==> src/rtl/dmaar_pkg.sv <==
// package: shared constants and types for the dma channel address/request block
`default_nettype none
package dmaar_pkg;
   localparam int          ADDR_W          = 32;
   localparam int          DATA_W          = 32;
   localparam int          FIFO_DEPTH      = 32;
   // address direction codes
   localparam logic [1:0]  DIR_INC         = 2'h0;
   localparam logic [1:0]  DIR_DEC         = 2'h1;
   localparam logic [1:0]  DIR_FIXED       = 2'h2;
   // count bit select codes, bit position is four times the code
   localparam logic [2:0]  CNT_BIT0        = 3'h0;
   localparam logic [2:0]  CNT_BIT8        = 3'h2;
   localparam logic [2:0]  CNT_MAX         = 3'h4;
   // transfer unit size codes, bits 3:2 of the channel control word
   localparam int          SIZE_LSB        = 2;
   localparam logic [1:0]  SIZE_32         = 2'h0;
   localparam logic [1:0]  SIZE_16         = 2'h2;
   localparam logic [1:0]  SIZE_8          = 2'h3;
   localparam int          LEVEL_BIT       = 12;
   localparam int          POLARITY_BIT    = 13;
   localparam logic [31:0] BYTES_32        = 32'h0000_0004;
   localparam logic [31:0] BYTES_16        = 32'h0000_0002;
   localparam logic [31:0] BYTES_8         = 32'h0000_0001;
   // reset values
   localparam logic [ADDR_W-1:0] ADDR_RST  = 32'h0000_0000;
   localparam logic [31:0] COUNT_RST       = 32'h0000_0000;
   localparam logic        PIN_IDLE        = 1'b1;
   typedef enum logic [1:0] {DMAAR_IDLE, DMAAR_STANDBY, DMAAR_XFER, DMAAR_ACK} dmaar_state_t;
endpackage : dmaar_pkg
`default_nettype wire

==> src/rtl/dmaar_link_if.sv <==
// interface: request and acknowledge wires between the channel and its requesters
`default_nettype none
interface dmaar_link_if;
   logic interrupt_controller_dma_request_n;
   logic ext_request_pin_two;
   logic ext_request_pin_three;
   logic port_f_function_ctrl;
   logic port_j_function_ctrl;
   logic dma_acknowledge_n;
   logic [31:0] unit_data;
   modport channel (input interrupt_controller_dma_request_n, input ext_request_pin_two, input ext_request_pin_three,
                    input port_f_function_ctrl, input port_j_function_ctrl, input unit_data,
                    output dma_acknowledge_n);
   modport requester (output interrupt_controller_dma_request_n, output ext_request_pin_two, output ext_request_pin_three,
                      output port_f_function_ctrl, output port_j_function_ctrl, output unit_data,
                      input dma_acknowledge_n);
endinterface : dmaar_link_if
`default_nettype wire

==> src/rtl/dmaar_fifo.sv <==
// synchronous fifo with valid/ready on both sides
`default_nettype none
module dmaar_fifo #(
   parameter int WIDTH = 32,
   parameter int DEPTH = 32
) (
   input  wire logic             i_ref_clk,
   input  wire logic             i_rst,
   input  wire logic [WIDTH-1:0] i_wr_data,
   input  wire logic             i_wr_valid,
   output logic                  o_wr_ready,
   output logic [WIDTH-1:0]      o_rd_data,
   output logic                  o_rd_valid,
   input  wire logic             i_rd_ready
);
   localparam int AW = $clog2(DEPTH);
   logic [WIDTH-1:0] mem [DEPTH];
   logic [AW-1:0]    wr_ptr_reg;
   logic [AW-1:0]    rd_ptr_reg;
   logic [AW:0]      count_reg;
   wire              push = i_wr_valid && o_wr_ready;
   wire              pop  = o_rd_valid && i_rd_ready;
   assign o_wr_ready = (count_reg != (AW+1)'(DEPTH));
   assign o_rd_valid = (count_reg != '0);
   assign o_rd_data  = mem[rd_ptr_reg];
   always_ff @(posedge i_ref_clk)
   begin
      if (push)
      begin
         mem[wr_ptr_reg] <= i_wr_data;
      end
   end
   always_ff @(posedge i_ref_clk or posedge i_rst)
   begin
      if (i_rst)
      begin
         wr_ptr_reg <= '0;
         rd_ptr_reg <= '0;
         count_reg  <= '0;
      end
      else
      begin
         wr_ptr_reg <= push ? wr_ptr_reg + 1'b1 : wr_ptr_reg;
         rd_ptr_reg <= pop ? rd_ptr_reg + 1'b1 : rd_ptr_reg;
         count_reg  <= count_reg + (AW+1)'(push) - (AW+1)'(pop);
      end
   end
endmodule : dmaar_fifo
`default_nettype wire

==> src/rtl/dmaar_channel.sv <==
// dma channel end: address counters, request detection, acknowledge and unit buffer
// Notes on behaviour
// - source and destination increment, decrement or fixed
// - software fixes the address of io sides
// - count bit selectable: 0,4,8,12,16
// - code 010 is bit 8, 000 bit 0
// - bit 0 sequential, higher bits strided
// - each channel chooses internal or external request
// - internal mode: start raises request immediately
// - internal request holds until channel finishes
// - internal mode only for memory to memory
// - external mode: start enters standby first
// - one accepted request moves one unit, except an interrupt_controller memory request, which moves all units
// - acknowledge on io cycles, memory at zero
// - interrupt_controller io requests move one unit each
// - port f wins when both route requests
// - edge requester releases and reasserts each time
// - level for memory, edge for io input
// - level mode samples low each clock, ack low
// - level requester holds low until acknowledge
// - level pin high means no request, standby
// - edge is low after previous high sample
// - edge after acknowledge continues without gap
// - acknowledge marks every io device access
`default_nettype none
module dmaar_channel
   import dmaar_pkg::*;
(
   input  wire logic                   i_ref_clk,
   input  wire logic                   i_rst,
   dmaar_link_if.channel               link,
   input  wire logic                   i_start,
   input  wire logic                   i_external_request_select,
   input  wire logic                   i_use_interrupt_controller,
   input  wire logic [31:0]            i_channel_control_reg,
   input  wire logic [1:0]             i_src_addr_direction,
   input  wire logic [1:0]             i_dst_addr_direction,
   input  wire logic [2:0]             i_src_count_bit_select,
   input  wire logic [2:0]             i_dst_count_bit_select,
   input  wire logic                   i_src_is_io,
   input  wire logic                   i_dst_is_io,
   input  wire logic [dmaar_pkg::ADDR_W-1:0] i_src_addr_init,
   input  wire logic [dmaar_pkg::ADDR_W-1:0] i_dst_addr_init,
   input  wire logic [31:0]            i_byte_count_init,
   input  wire logic                   i_bus_grant,
   output logic [dmaar_pkg::ADDR_W-1:0] o_src_addr,
   output logic [dmaar_pkg::ADDR_W-1:0] o_dst_addr,
   output logic [31:0]                 o_byte_count,
   output logic                        o_unit_strobe,
   output logic                        o_active,
   output logic                        o_standby,
   output logic [dmaar_pkg::DATA_W-1:0] o_unit_data,
   output logic                        o_unit_valid,
   input  wire logic                   i_unit_ready
);
   dmaar_state_t                state_reg;
   dmaar_state_t                state_next;
   logic [ADDR_W-1:0]           src_reg;
   logic [ADDR_W-1:0]           dst_reg;
   logic [31:0]                 count_reg;
   logic                        pin_prev_reg;
   logic                        ack_n_reg;
   logic                        strobe_reg;
   logic                        active_reg;
   logic                        standby_reg;
   logic [DATA_W-1:0]           out_data_reg;
   logic                        out_valid_reg;
   // select level or edge detection from control bits; polarity bit must be zero
   wire logic [1:0] unit_code   = i_channel_control_reg[SIZE_LSB+1:SIZE_LSB];
   wire logic       level_mode  = i_channel_control_reg[LEVEL_BIT];
   wire logic       pol_ok      = !i_channel_control_reg[POLARITY_BIT];
   // port f has priority over port j when both carry the request
   wire logic       pin_n       = link.port_f_function_ctrl ? link.ext_request_pin_two :
                                  link.port_j_function_ctrl ? link.ext_request_pin_three : PIN_IDLE;
   wire logic       pin_level   = pol_ok && !pin_n;
   wire logic       pin_edge    = pol_ok && !pin_n && pin_prev_reg;
   wire logic       ext_req     = i_use_interrupt_controller ? !link.interrupt_controller_dma_request_n :
                                  (level_mode ? pin_level : pin_edge);
   // internal request holds for the life of the channel
   wire logic       request     = i_external_request_select ? ext_req : 1'b1;
   wire logic [31:0] unit_bytes = (unit_code == SIZE_16) ? BYTES_16 :
                                  (unit_code == SIZE_8)  ? BYTES_8  : BYTES_32;
   wire logic [31:0] count_left = count_reg - unit_bytes;
   wire logic       io_xfer     = i_src_is_io || i_dst_is_io;
   wire logic       last_unit   = (count_left == 32'h0000_0000);
   // the fifo stalls a unit while full, so the buffer really back-pressures the channel
   wire logic       fifo_ready;
   wire logic       fifo_valid;
   wire logic [DATA_W-1:0] fifo_data;
   // one register after the fifo keeps the unit outputs on flip-flops, at the cost of one more unit held
   wire logic       out_load    = !out_valid_reg || i_unit_ready;
   wire logic       fifo_pop    = fifo_valid && out_load;
   wire logic       unit_go     = (state_reg == DMAAR_XFER) && i_bus_grant && fifo_ready;
   wire logic       ack_now     = unit_go && (io_xfer || last_unit);
   // an interrupt_controller line is still low while the acknowledge clears it, so it is no new request then
   wire logic       fresh_req   = request && !(i_external_request_select && i_use_interrupt_controller);

   function automatic logic [ADDR_W-1:0] step_addr(input logic [ADDR_W-1:0] a, input logic [1:0] dir,
                                                  input logic [2:0] sel);
      logic [ADDR_W-1:0] stride;
      logic [2:0]        s;
      s      = (sel > CNT_MAX) ? CNT_BIT0 : sel;
      stride = ADDR_W'(1) << {s, 2'b00};
      if (dir == DIR_INC)
         step_addr = a + stride;
      else if (dir == DIR_DEC)
         step_addr = a - stride;
      else
         step_addr = a;
   endfunction : step_addr

   always_comb
   begin
      state_next = state_reg;
      case (state_reg)
         DMAAR_IDLE:
            if (i_start && (i_byte_count_init != 32'h0000_0000))
               state_next = i_external_request_select ? DMAAR_STANDBY : DMAAR_XFER;
         DMAAR_STANDBY:
            if (request)
               state_next = DMAAR_XFER;
         DMAAR_XFER:
            if (unit_go)
            begin
               if (last_unit)
                  state_next = DMAAR_IDLE;
               else if (!i_external_request_select)
                  state_next = DMAAR_XFER;
               else if (i_use_interrupt_controller && !io_xfer)
                  state_next = DMAAR_XFER;
               else
                  state_next = DMAAR_ACK;
            end
         DMAAR_ACK:
            // a fresh request right after the unit continues without a gap, else standby
            state_next = fresh_req ? DMAAR_XFER : DMAAR_STANDBY;
         default:
            state_next = DMAAR_IDLE;
      endcase
   end

   // status follows the next state, so the outputs come from flip-flops without an extra cycle
   wire logic       active_next  = (state_next == DMAAR_XFER) || (state_next == DMAAR_ACK);
   wire logic       standby_next = (state_next == DMAAR_STANDBY);

   always_ff @(posedge i_ref_clk or posedge i_rst)
   begin
      if (i_rst)
      begin
         state_reg    <= DMAAR_IDLE;
         src_reg      <= ADDR_RST;
         dst_reg      <= ADDR_RST;
         count_reg    <= COUNT_RST;
         pin_prev_reg <= PIN_IDLE;
         ack_n_reg    <= 1'b1;
         strobe_reg   <= 1'b0;
         active_reg   <= 1'b0;
         standby_reg  <= 1'b0;
      end
      else
      begin
         state_reg    <= state_next;
         pin_prev_reg <= pin_n;
         ack_n_reg    <= !ack_now;
         strobe_reg   <= unit_go;
         active_reg   <= active_next;
         standby_reg  <= standby_next;
         if (state_reg == DMAAR_IDLE && i_start)
         begin
            src_reg   <= i_src_addr_init;
            dst_reg   <= i_dst_addr_init;
            count_reg <= i_byte_count_init;
         end
         else if (unit_go)
         begin
            src_reg   <= step_addr(src_reg, i_src_addr_direction, i_src_count_bit_select);
            dst_reg   <= step_addr(dst_reg, i_dst_addr_direction, i_dst_count_bit_select);
            count_reg <= count_left;
         end
      end
   end

   dmaar_fifo #(
      .WIDTH (DATA_W),
      .DEPTH (FIFO_DEPTH)
   ) u_fifo (
      .i_ref_clk  (i_ref_clk),
      .i_rst      (i_rst),
      .i_wr_data  (link.unit_data),
      .i_wr_valid (unit_go),
      .o_wr_ready (fifo_ready),
      .o_rd_data  (fifo_data),
      .o_rd_valid (fifo_valid),
      .i_rd_ready (fifo_pop)
   );

   always_ff @(posedge i_ref_clk or posedge i_rst)
   begin
      if (i_rst)
      begin
         out_valid_reg <= 1'b0;
         out_data_reg  <= '0;
      end
      else
      begin
         if (out_load)
         begin
            out_valid_reg <= fifo_valid;
         end
         if (fifo_pop)
         begin
            out_data_reg <= fifo_data;
         end
      end
   end

   assign link.dma_acknowledge_n = ack_n_reg;
   assign o_src_addr    = src_reg;
   assign o_dst_addr    = dst_reg;
   assign o_byte_count  = count_reg;
   assign o_unit_strobe = strobe_reg;
   assign o_active      = active_reg;
   assign o_standby     = standby_reg;
   assign o_unit_data   = out_data_reg;
   assign o_unit_valid  = out_valid_reg;
endmodule : dmaar_channel
`default_nettype wire

==> src/flat_wrapper.sv <==
// flat-port wrapper written by rule: the top's interface ports become plain ports
module dmaar_channel_flat import dmaar_pkg::*;
  (i_ref_clk, i_rst, i_start, i_external_request_select, i_use_interrupt_controller, i_channel_control_reg, i_src_addr_direction, i_dst_addr_direction, i_src_count_bit_select, i_dst_count_bit_select, i_src_is_io, i_dst_is_io, i_src_addr_init, i_dst_addr_init, i_byte_count_init, i_bus_grant, o_src_addr, o_dst_addr, o_byte_count, o_unit_strobe, o_active, o_standby, o_unit_data, o_unit_valid, i_unit_ready, link_interrupt_controller_dma_request_n, link_ext_request_pin_two, link_ext_request_pin_three, link_port_f_function_ctrl, link_port_j_function_ctrl, link_unit_data, link_dma_acknowledge_n);
  dmaar_link_if link_i ();
  input  wire logic i_ref_clk;
  input  wire logic i_rst;
  input  wire logic i_start;
  input  wire logic i_external_request_select;
  input  wire logic i_use_interrupt_controller;
  input  wire logic [31:0] i_channel_control_reg;
  input  wire logic [1:0] i_src_addr_direction;
  input  wire logic [1:0] i_dst_addr_direction;
  input  wire logic [2:0] i_src_count_bit_select;
  input  wire logic [2:0] i_dst_count_bit_select;
  input  wire logic i_src_is_io;
  input  wire logic i_dst_is_io;
  input  wire logic [dmaar_pkg::ADDR_W-1:0] i_src_addr_init;
  input  wire logic [dmaar_pkg::ADDR_W-1:0] i_dst_addr_init;
  input  wire logic [31:0] i_byte_count_init;
  input  wire logic i_bus_grant;
  output logic [dmaar_pkg::ADDR_W-1:0] o_src_addr;
  output logic [dmaar_pkg::ADDR_W-1:0] o_dst_addr;
  output logic [31:0] o_byte_count;
  output logic o_unit_strobe;
  output logic o_active;
  output logic o_standby;
  output logic [dmaar_pkg::DATA_W-1:0] o_unit_data;
  output logic o_unit_valid;
  input  wire logic i_unit_ready;
  input wire logic [$bits(link_i.interrupt_controller_dma_request_n)-1:0] link_interrupt_controller_dma_request_n;
  input wire logic [$bits(link_i.ext_request_pin_two)-1:0] link_ext_request_pin_two;
  input wire logic [$bits(link_i.ext_request_pin_three)-1:0] link_ext_request_pin_three;
  input wire logic [$bits(link_i.port_f_function_ctrl)-1:0] link_port_f_function_ctrl;
  input wire logic [$bits(link_i.port_j_function_ctrl)-1:0] link_port_j_function_ctrl;
  input wire logic [$bits(link_i.unit_data)-1:0] link_unit_data;
  output wire logic [$bits(link_i.dma_acknowledge_n)-1:0] link_dma_acknowledge_n;
  assign link_i.interrupt_controller_dma_request_n = link_interrupt_controller_dma_request_n;
  assign link_i.ext_request_pin_two = link_ext_request_pin_two;
  assign link_i.ext_request_pin_three = link_ext_request_pin_three;
  assign link_i.port_f_function_ctrl = link_port_f_function_ctrl;
  assign link_i.port_j_function_ctrl = link_port_j_function_ctrl;
  assign link_i.unit_data = link_unit_data;
  assign link_dma_acknowledge_n = link_i.dma_acknowledge_n;
  dmaar_channel u_core (.i_ref_clk(i_ref_clk), .i_rst(i_rst), .link(link_i), .i_start(i_start), .i_external_request_select(i_external_request_select), .i_use_interrupt_controller(i_use_interrupt_controller), .i_channel_control_reg(i_channel_control_reg), .i_src_addr_direction(i_src_addr_direction), .i_dst_addr_direction(i_dst_addr_direction), .i_src_count_bit_select(i_src_count_bit_select), .i_dst_count_bit_select(i_dst_count_bit_select), .i_src_is_io(i_src_is_io), .i_dst_is_io(i_dst_is_io), .i_src_addr_init(i_src_addr_init), .i_dst_addr_init(i_dst_addr_init), .i_byte_count_init(i_byte_count_init), .i_bus_grant(i_bus_grant), .o_src_addr(o_src_addr), .o_dst_addr(o_dst_addr), .o_byte_count(o_byte_count), .o_unit_strobe(o_unit_strobe), .o_active(o_active), .o_standby(o_standby), .o_unit_data(o_unit_data), .o_unit_valid(o_unit_valid), .i_unit_ready(i_unit_ready));
endmodule
==> config.mk <==
export PLATFORM = sky130hd
export DESIGN_NAME = dmaar_channel_flat
export DESIGN_NICKNAME = d
export VERILOG_FILES = /design/src/rtl/dmaar_pkg.sv /design/src/rtl/dmaar_link_if.sv /design/src/rtl/dmaar_fifo.sv /design/src/rtl/dmaar_channel.sv /design/src/flat_wrapper.sv
export SDC_FILE = /design/constraint.sdc
export NUM_CORES = 2
export LEC_CHECK = 0
export BUFFER_PORTS_ARGS = -buffer_cell sky130_fd_sc_hd__buf_2
export CORE_MARGIN = 2
export CORE_UTILIZATION = 60
export CTS_CLUSTER_DIAMETER = 150
export DETAILED_ROUTE_END_ITERATION = 8
export PLACE_DENSITY_LB_ADDON = 0.25
export SYNTH_ARGS = -nofsm -noshare
export SYNTH_HDL_FRONTEND = slang
export SYNTH_SLANG_ARGS = --single-unit
==> constraint.sdc <==
create_clock -name i_ref_clk -period 5.55 [get_ports i_ref_clk]
set_input_delay 0.555 -clock i_ref_clk [delete_from_list [all_inputs] [get_ports i_ref_clk]]
set_output_delay 0.555 -clock i_ref_clk [all_outputs]
set_load 0.02 [all_outputs]
==> flow_summary.ini <==
[finish]
drive_gt1_share_pct = 28.5
top_register = u_core.u_fifo.mem
nets = 3318
syn2layout_area_growth_pct = 13.7
largest_reg_flops = 1024
postLayoutCoreUtil_pct = 68.7

[synthesis]
async_flop_share_pct = 12.9
synth_edf_count = 1024
ys.flop_type = edfxtp_1
syn_inst = 2724
synth_cell_types = 79
ys_ff_latch = 1176
netlist_area_mm2 = 0.0494
yosysSeqAreaShare_pct = 70.0
yosys_warnings = 0
synth_fp_nets = 2991
syn_area_per_cell_um2 = 18.1

[routing]
drtIter0Drc = 3070
vias = 28100
wire_per_inst_um = 28.8
avgViaCountPerCell = 6.66
wirelength_mm = 122
drc = 0
drt_first_pass_iters = 6
ant_nets = 0

[floorplanning]
ios = 317
row_count = 105
die_area_mm2 = 0.0846
die_w_um = 291
coreArea_mm2 = 0.0817
start_util_pct = 60.4
die_h_um = 291

[grt]
grt_busiest_layer = met2
grt_pass1_vias = 28800
grt_max_degree = 87
grt.met3_usage_pct = 5.02
grt_pass1_wl_mm = 183
antenna_found_initial = 11
overflow = 0
grt_usage_pct = 29.1
met2_usage_pct = 49.0
grtUsageMet1_pct = 39.6

[timing]
tns_ns = 0
rsz0062_at_grt = false
setup_violations = 0
max_slew_margin_pct = 15.2
hold_violations = 0
fin_crit_sh_pct = 74.8
worst_slew_pin_slew_ns = 1.27
skew_ns = 0.0410
slew_violations = 0
period_minus_slack_ns = 4.15
max_freq_ghz = 0.241

[cts]
cts_resized = 0
htree_levels = 3
cts_setup_buffers = 0
cts_hold_buf = 0
numCtsBuffers = 113
clockBufferDepth = 3
insertion_delay_ns = 0.70
cts.sinks = 1176
clkSlewWorstSetupHoldPaths_ns = 0.07
tritoncts = done
root_buffer = clkbuf_16

[worst_setup_path]
cp-start-kind = flop
critical_path_class = flop to flop
critical_path_required_ns = 5.92
critPathArrivalTime_ns = 4.52
cp-end-kind = flop
critPathMaxFanout = 21

[flow_run]
drv_cap = 0

[placed_design]
place_hpwl_mm = 70.9
io_buffers = 288
gp_congestion = 0.889

[power_and_ir_drop]
vdd_drop_max_mv = 0.380
power.density_mw_per_mm2 = 519
leakagePower_uw = 0.0194

[status]
outcome = complete, no violations

[min_path]
hold_class = input port to async pin
path summary, 6_finish.rpt:
kind	start	endpoint	slack, ns	cells after the start
worst max-delay path	u_core.u_fifo.count_reg[2]$_DFF_PP0_	u_core.u_fifo.mem[19][22]$_DFFE_PP_	1.40	8
worst min-delay path	i_rst	u_core.o_src_addr[28]$_DFFE_PP0P_	0.02	2
worst max register to register	u_core.u_fifo.count_reg[2]$_DFF_PP0_	u_core.u_fifo.mem[19][22]$_DFFE_PP_	1.40	8
worst min register to register	u_core.u_fifo.count_reg[0]$_DFF_PP0_	u_core.u_fifo.count_reg[0]$_DFF_PP0_	0.53	1
max in group asynchronous	i_rst	u_core.o_src_addr[7]$_DFFE_PP0P_	4.25	3
min in group i_ref_clk	i_src_is_io	u_core.link.dma_acknowledge_n$_DFF_PP1_	0.05	2
Yosys cell counts (9+ instances only):
cell type | number | area [µm²]
nand3_1 | 25 | 125
o211ai_1 | 15 | 113
xnor2_1 | 43 | 377
clkbuf_1 | 102 | 383
nor4_1 | 24 | 150
mux4_2 | 320 | 7210
edfxtp_1 | 1024 | 30700
nand2b_1 | 20 | 125
o21bai_1 | 12 | 90.1
a22oi_1 | 41 | 308
buf_1 | 27 | 101
ha_1 | 79 | 988
a21o_1 | 30 | 225
a221o_1 | 24 | 240
nand4_1 | 12 | 75.1
nor3_1 | 28 | 140
a31oi_1 | 9 | 56.3
a21oi_1 | 111 | 556
dfrtp_1 | 150 | 3750
nor2_1 | 153 | 574
a211oi_1 | 11 | 82.6
xor2_1 | 23 | 201
inv_1 | 62 | 233
o21ai_0 | 102 | 510
mux2i_1 | 38 | 380
nand2_1 | 87 | 327
a32oi_1 | 10 | 87.6
o21a_1 | 9 | 67.6
nor2b_1 | 15 | 93.8
metal layers:
| layer | vias to the layer above | routed length (µm) |
|---|---|---|
| li1 | 11800 | - |
| met1 | 14600 | 46000 |
| met2 | 1531 | 62100 |
| met3 | 220 | 10300 |
| met4 | 4 | 3280 |
| met5 | - | 31 |
cell type report:
cell class	count	area, µm²
fillers	5097	25600
inverters	64	245
well taps	1070	1340
multi-input cells	1352	14300
repair buffers	344	1940
diodes	7	17.5
flip-flops and latches	1176	34600
clock inverters	67	676
clock buffers	147	3040
worst max-delay path: stages (launching register included):
cell	delay, ns
dfrtp_1	0.35
inv_1	0.07
ha_1	0.22
a311oi_1	0.52
nand2_1	0.17
inv_1	0.33
nand2_1	0.64
nor2_4	1.08
buf_4	0.42
metrics by stage:
stage	total power [µW]	setup WS (ns)	area, µm²	cells	hold slack (ns)
after floorplan	18600	0.905	49400	2724	0.479
after global placement	21200	1.16	52400	4006	0.493
after detailed placement	21500	1.08	52400	4006	0.516
after CTS	29200	1.52	56100	4220	0.0262
after global routing	30400	1.09	56100	4226	0.0594
final	29200	1.40	56100	4227	0.0211
placed cells by master (no fill, tap or decap), types with 8 or more instances in the layout:
master | Yosys | routed
nand4_1 | 12 | 12
ha_1 | 79 | 79
mux2i_1 | 38 | 38
o21a_1 | 9 | 9
o21ai_0 | 102 | 102
clkbuf_8 | 0 | 8
a21oi_1 | 111 | 110
nor3_1 | 28 | 28
nand2b_1 | 20 | 20
a22oi_1 | 41 | 41
a211oi_1 | 11 | 11
clkbuf_1 | 102 | 26
nand3_1 | 25 | 25
clkinv_1 | 2 | 19
xor2_1 | 23 | 23
o211ai_1 | 15 | 15
nor2_1 | 153 | 119
buf_4 | 0 | 50
nor4_1 | 24 | 24
xnor2_1 | 43 | 43
buf_2 | 2 | 288
nand2_1 | 87 | 87
a21o_1 | 30 | 30
nor2b_1 | 15 | 15
clkinv_2 | 0 | 25
clkbuf_16 | 0 | 113
inv_1 | 62 | 61
mux4_2 | 320 | 320
a32oi_1 | 10 | 10
a221o_1 | 24 | 24
nor2_4 | 0 | 32
edfxtp_1 | 1024 | 1024
dfrtp_1 | 150 | 145
bufinv_16 | 0 | 10
o21bai_1 | 12 | 12
a31oi_1 | 9 | 9
logic make-up after synthesis:
| kind of cell | share of synthesized area [%] |
|---|---|
| AO/OA/AOI/OAI | 5.71 |
| flip-flops | 70.0 |
| buffers and inverters | 1.51 |
| XOR/XNOR | 1.17 |
| adder cells (fa/ha/maj) | 2.16 |
| multiplexers | 15.4 |
| AND/OR/NAND/NOR | 4.06 |
report_power, final:
| group | leakage (µW) | internal, µW | switching, µW |
|---|---|---|---|
| logic | 0.00653 | 4600 | 5410 |
| clock network | 0.00181 | 4340 | 3350 |
| registers | 0.0110 | 10500 | 967 |
Power figures use the tool's default switching activity.
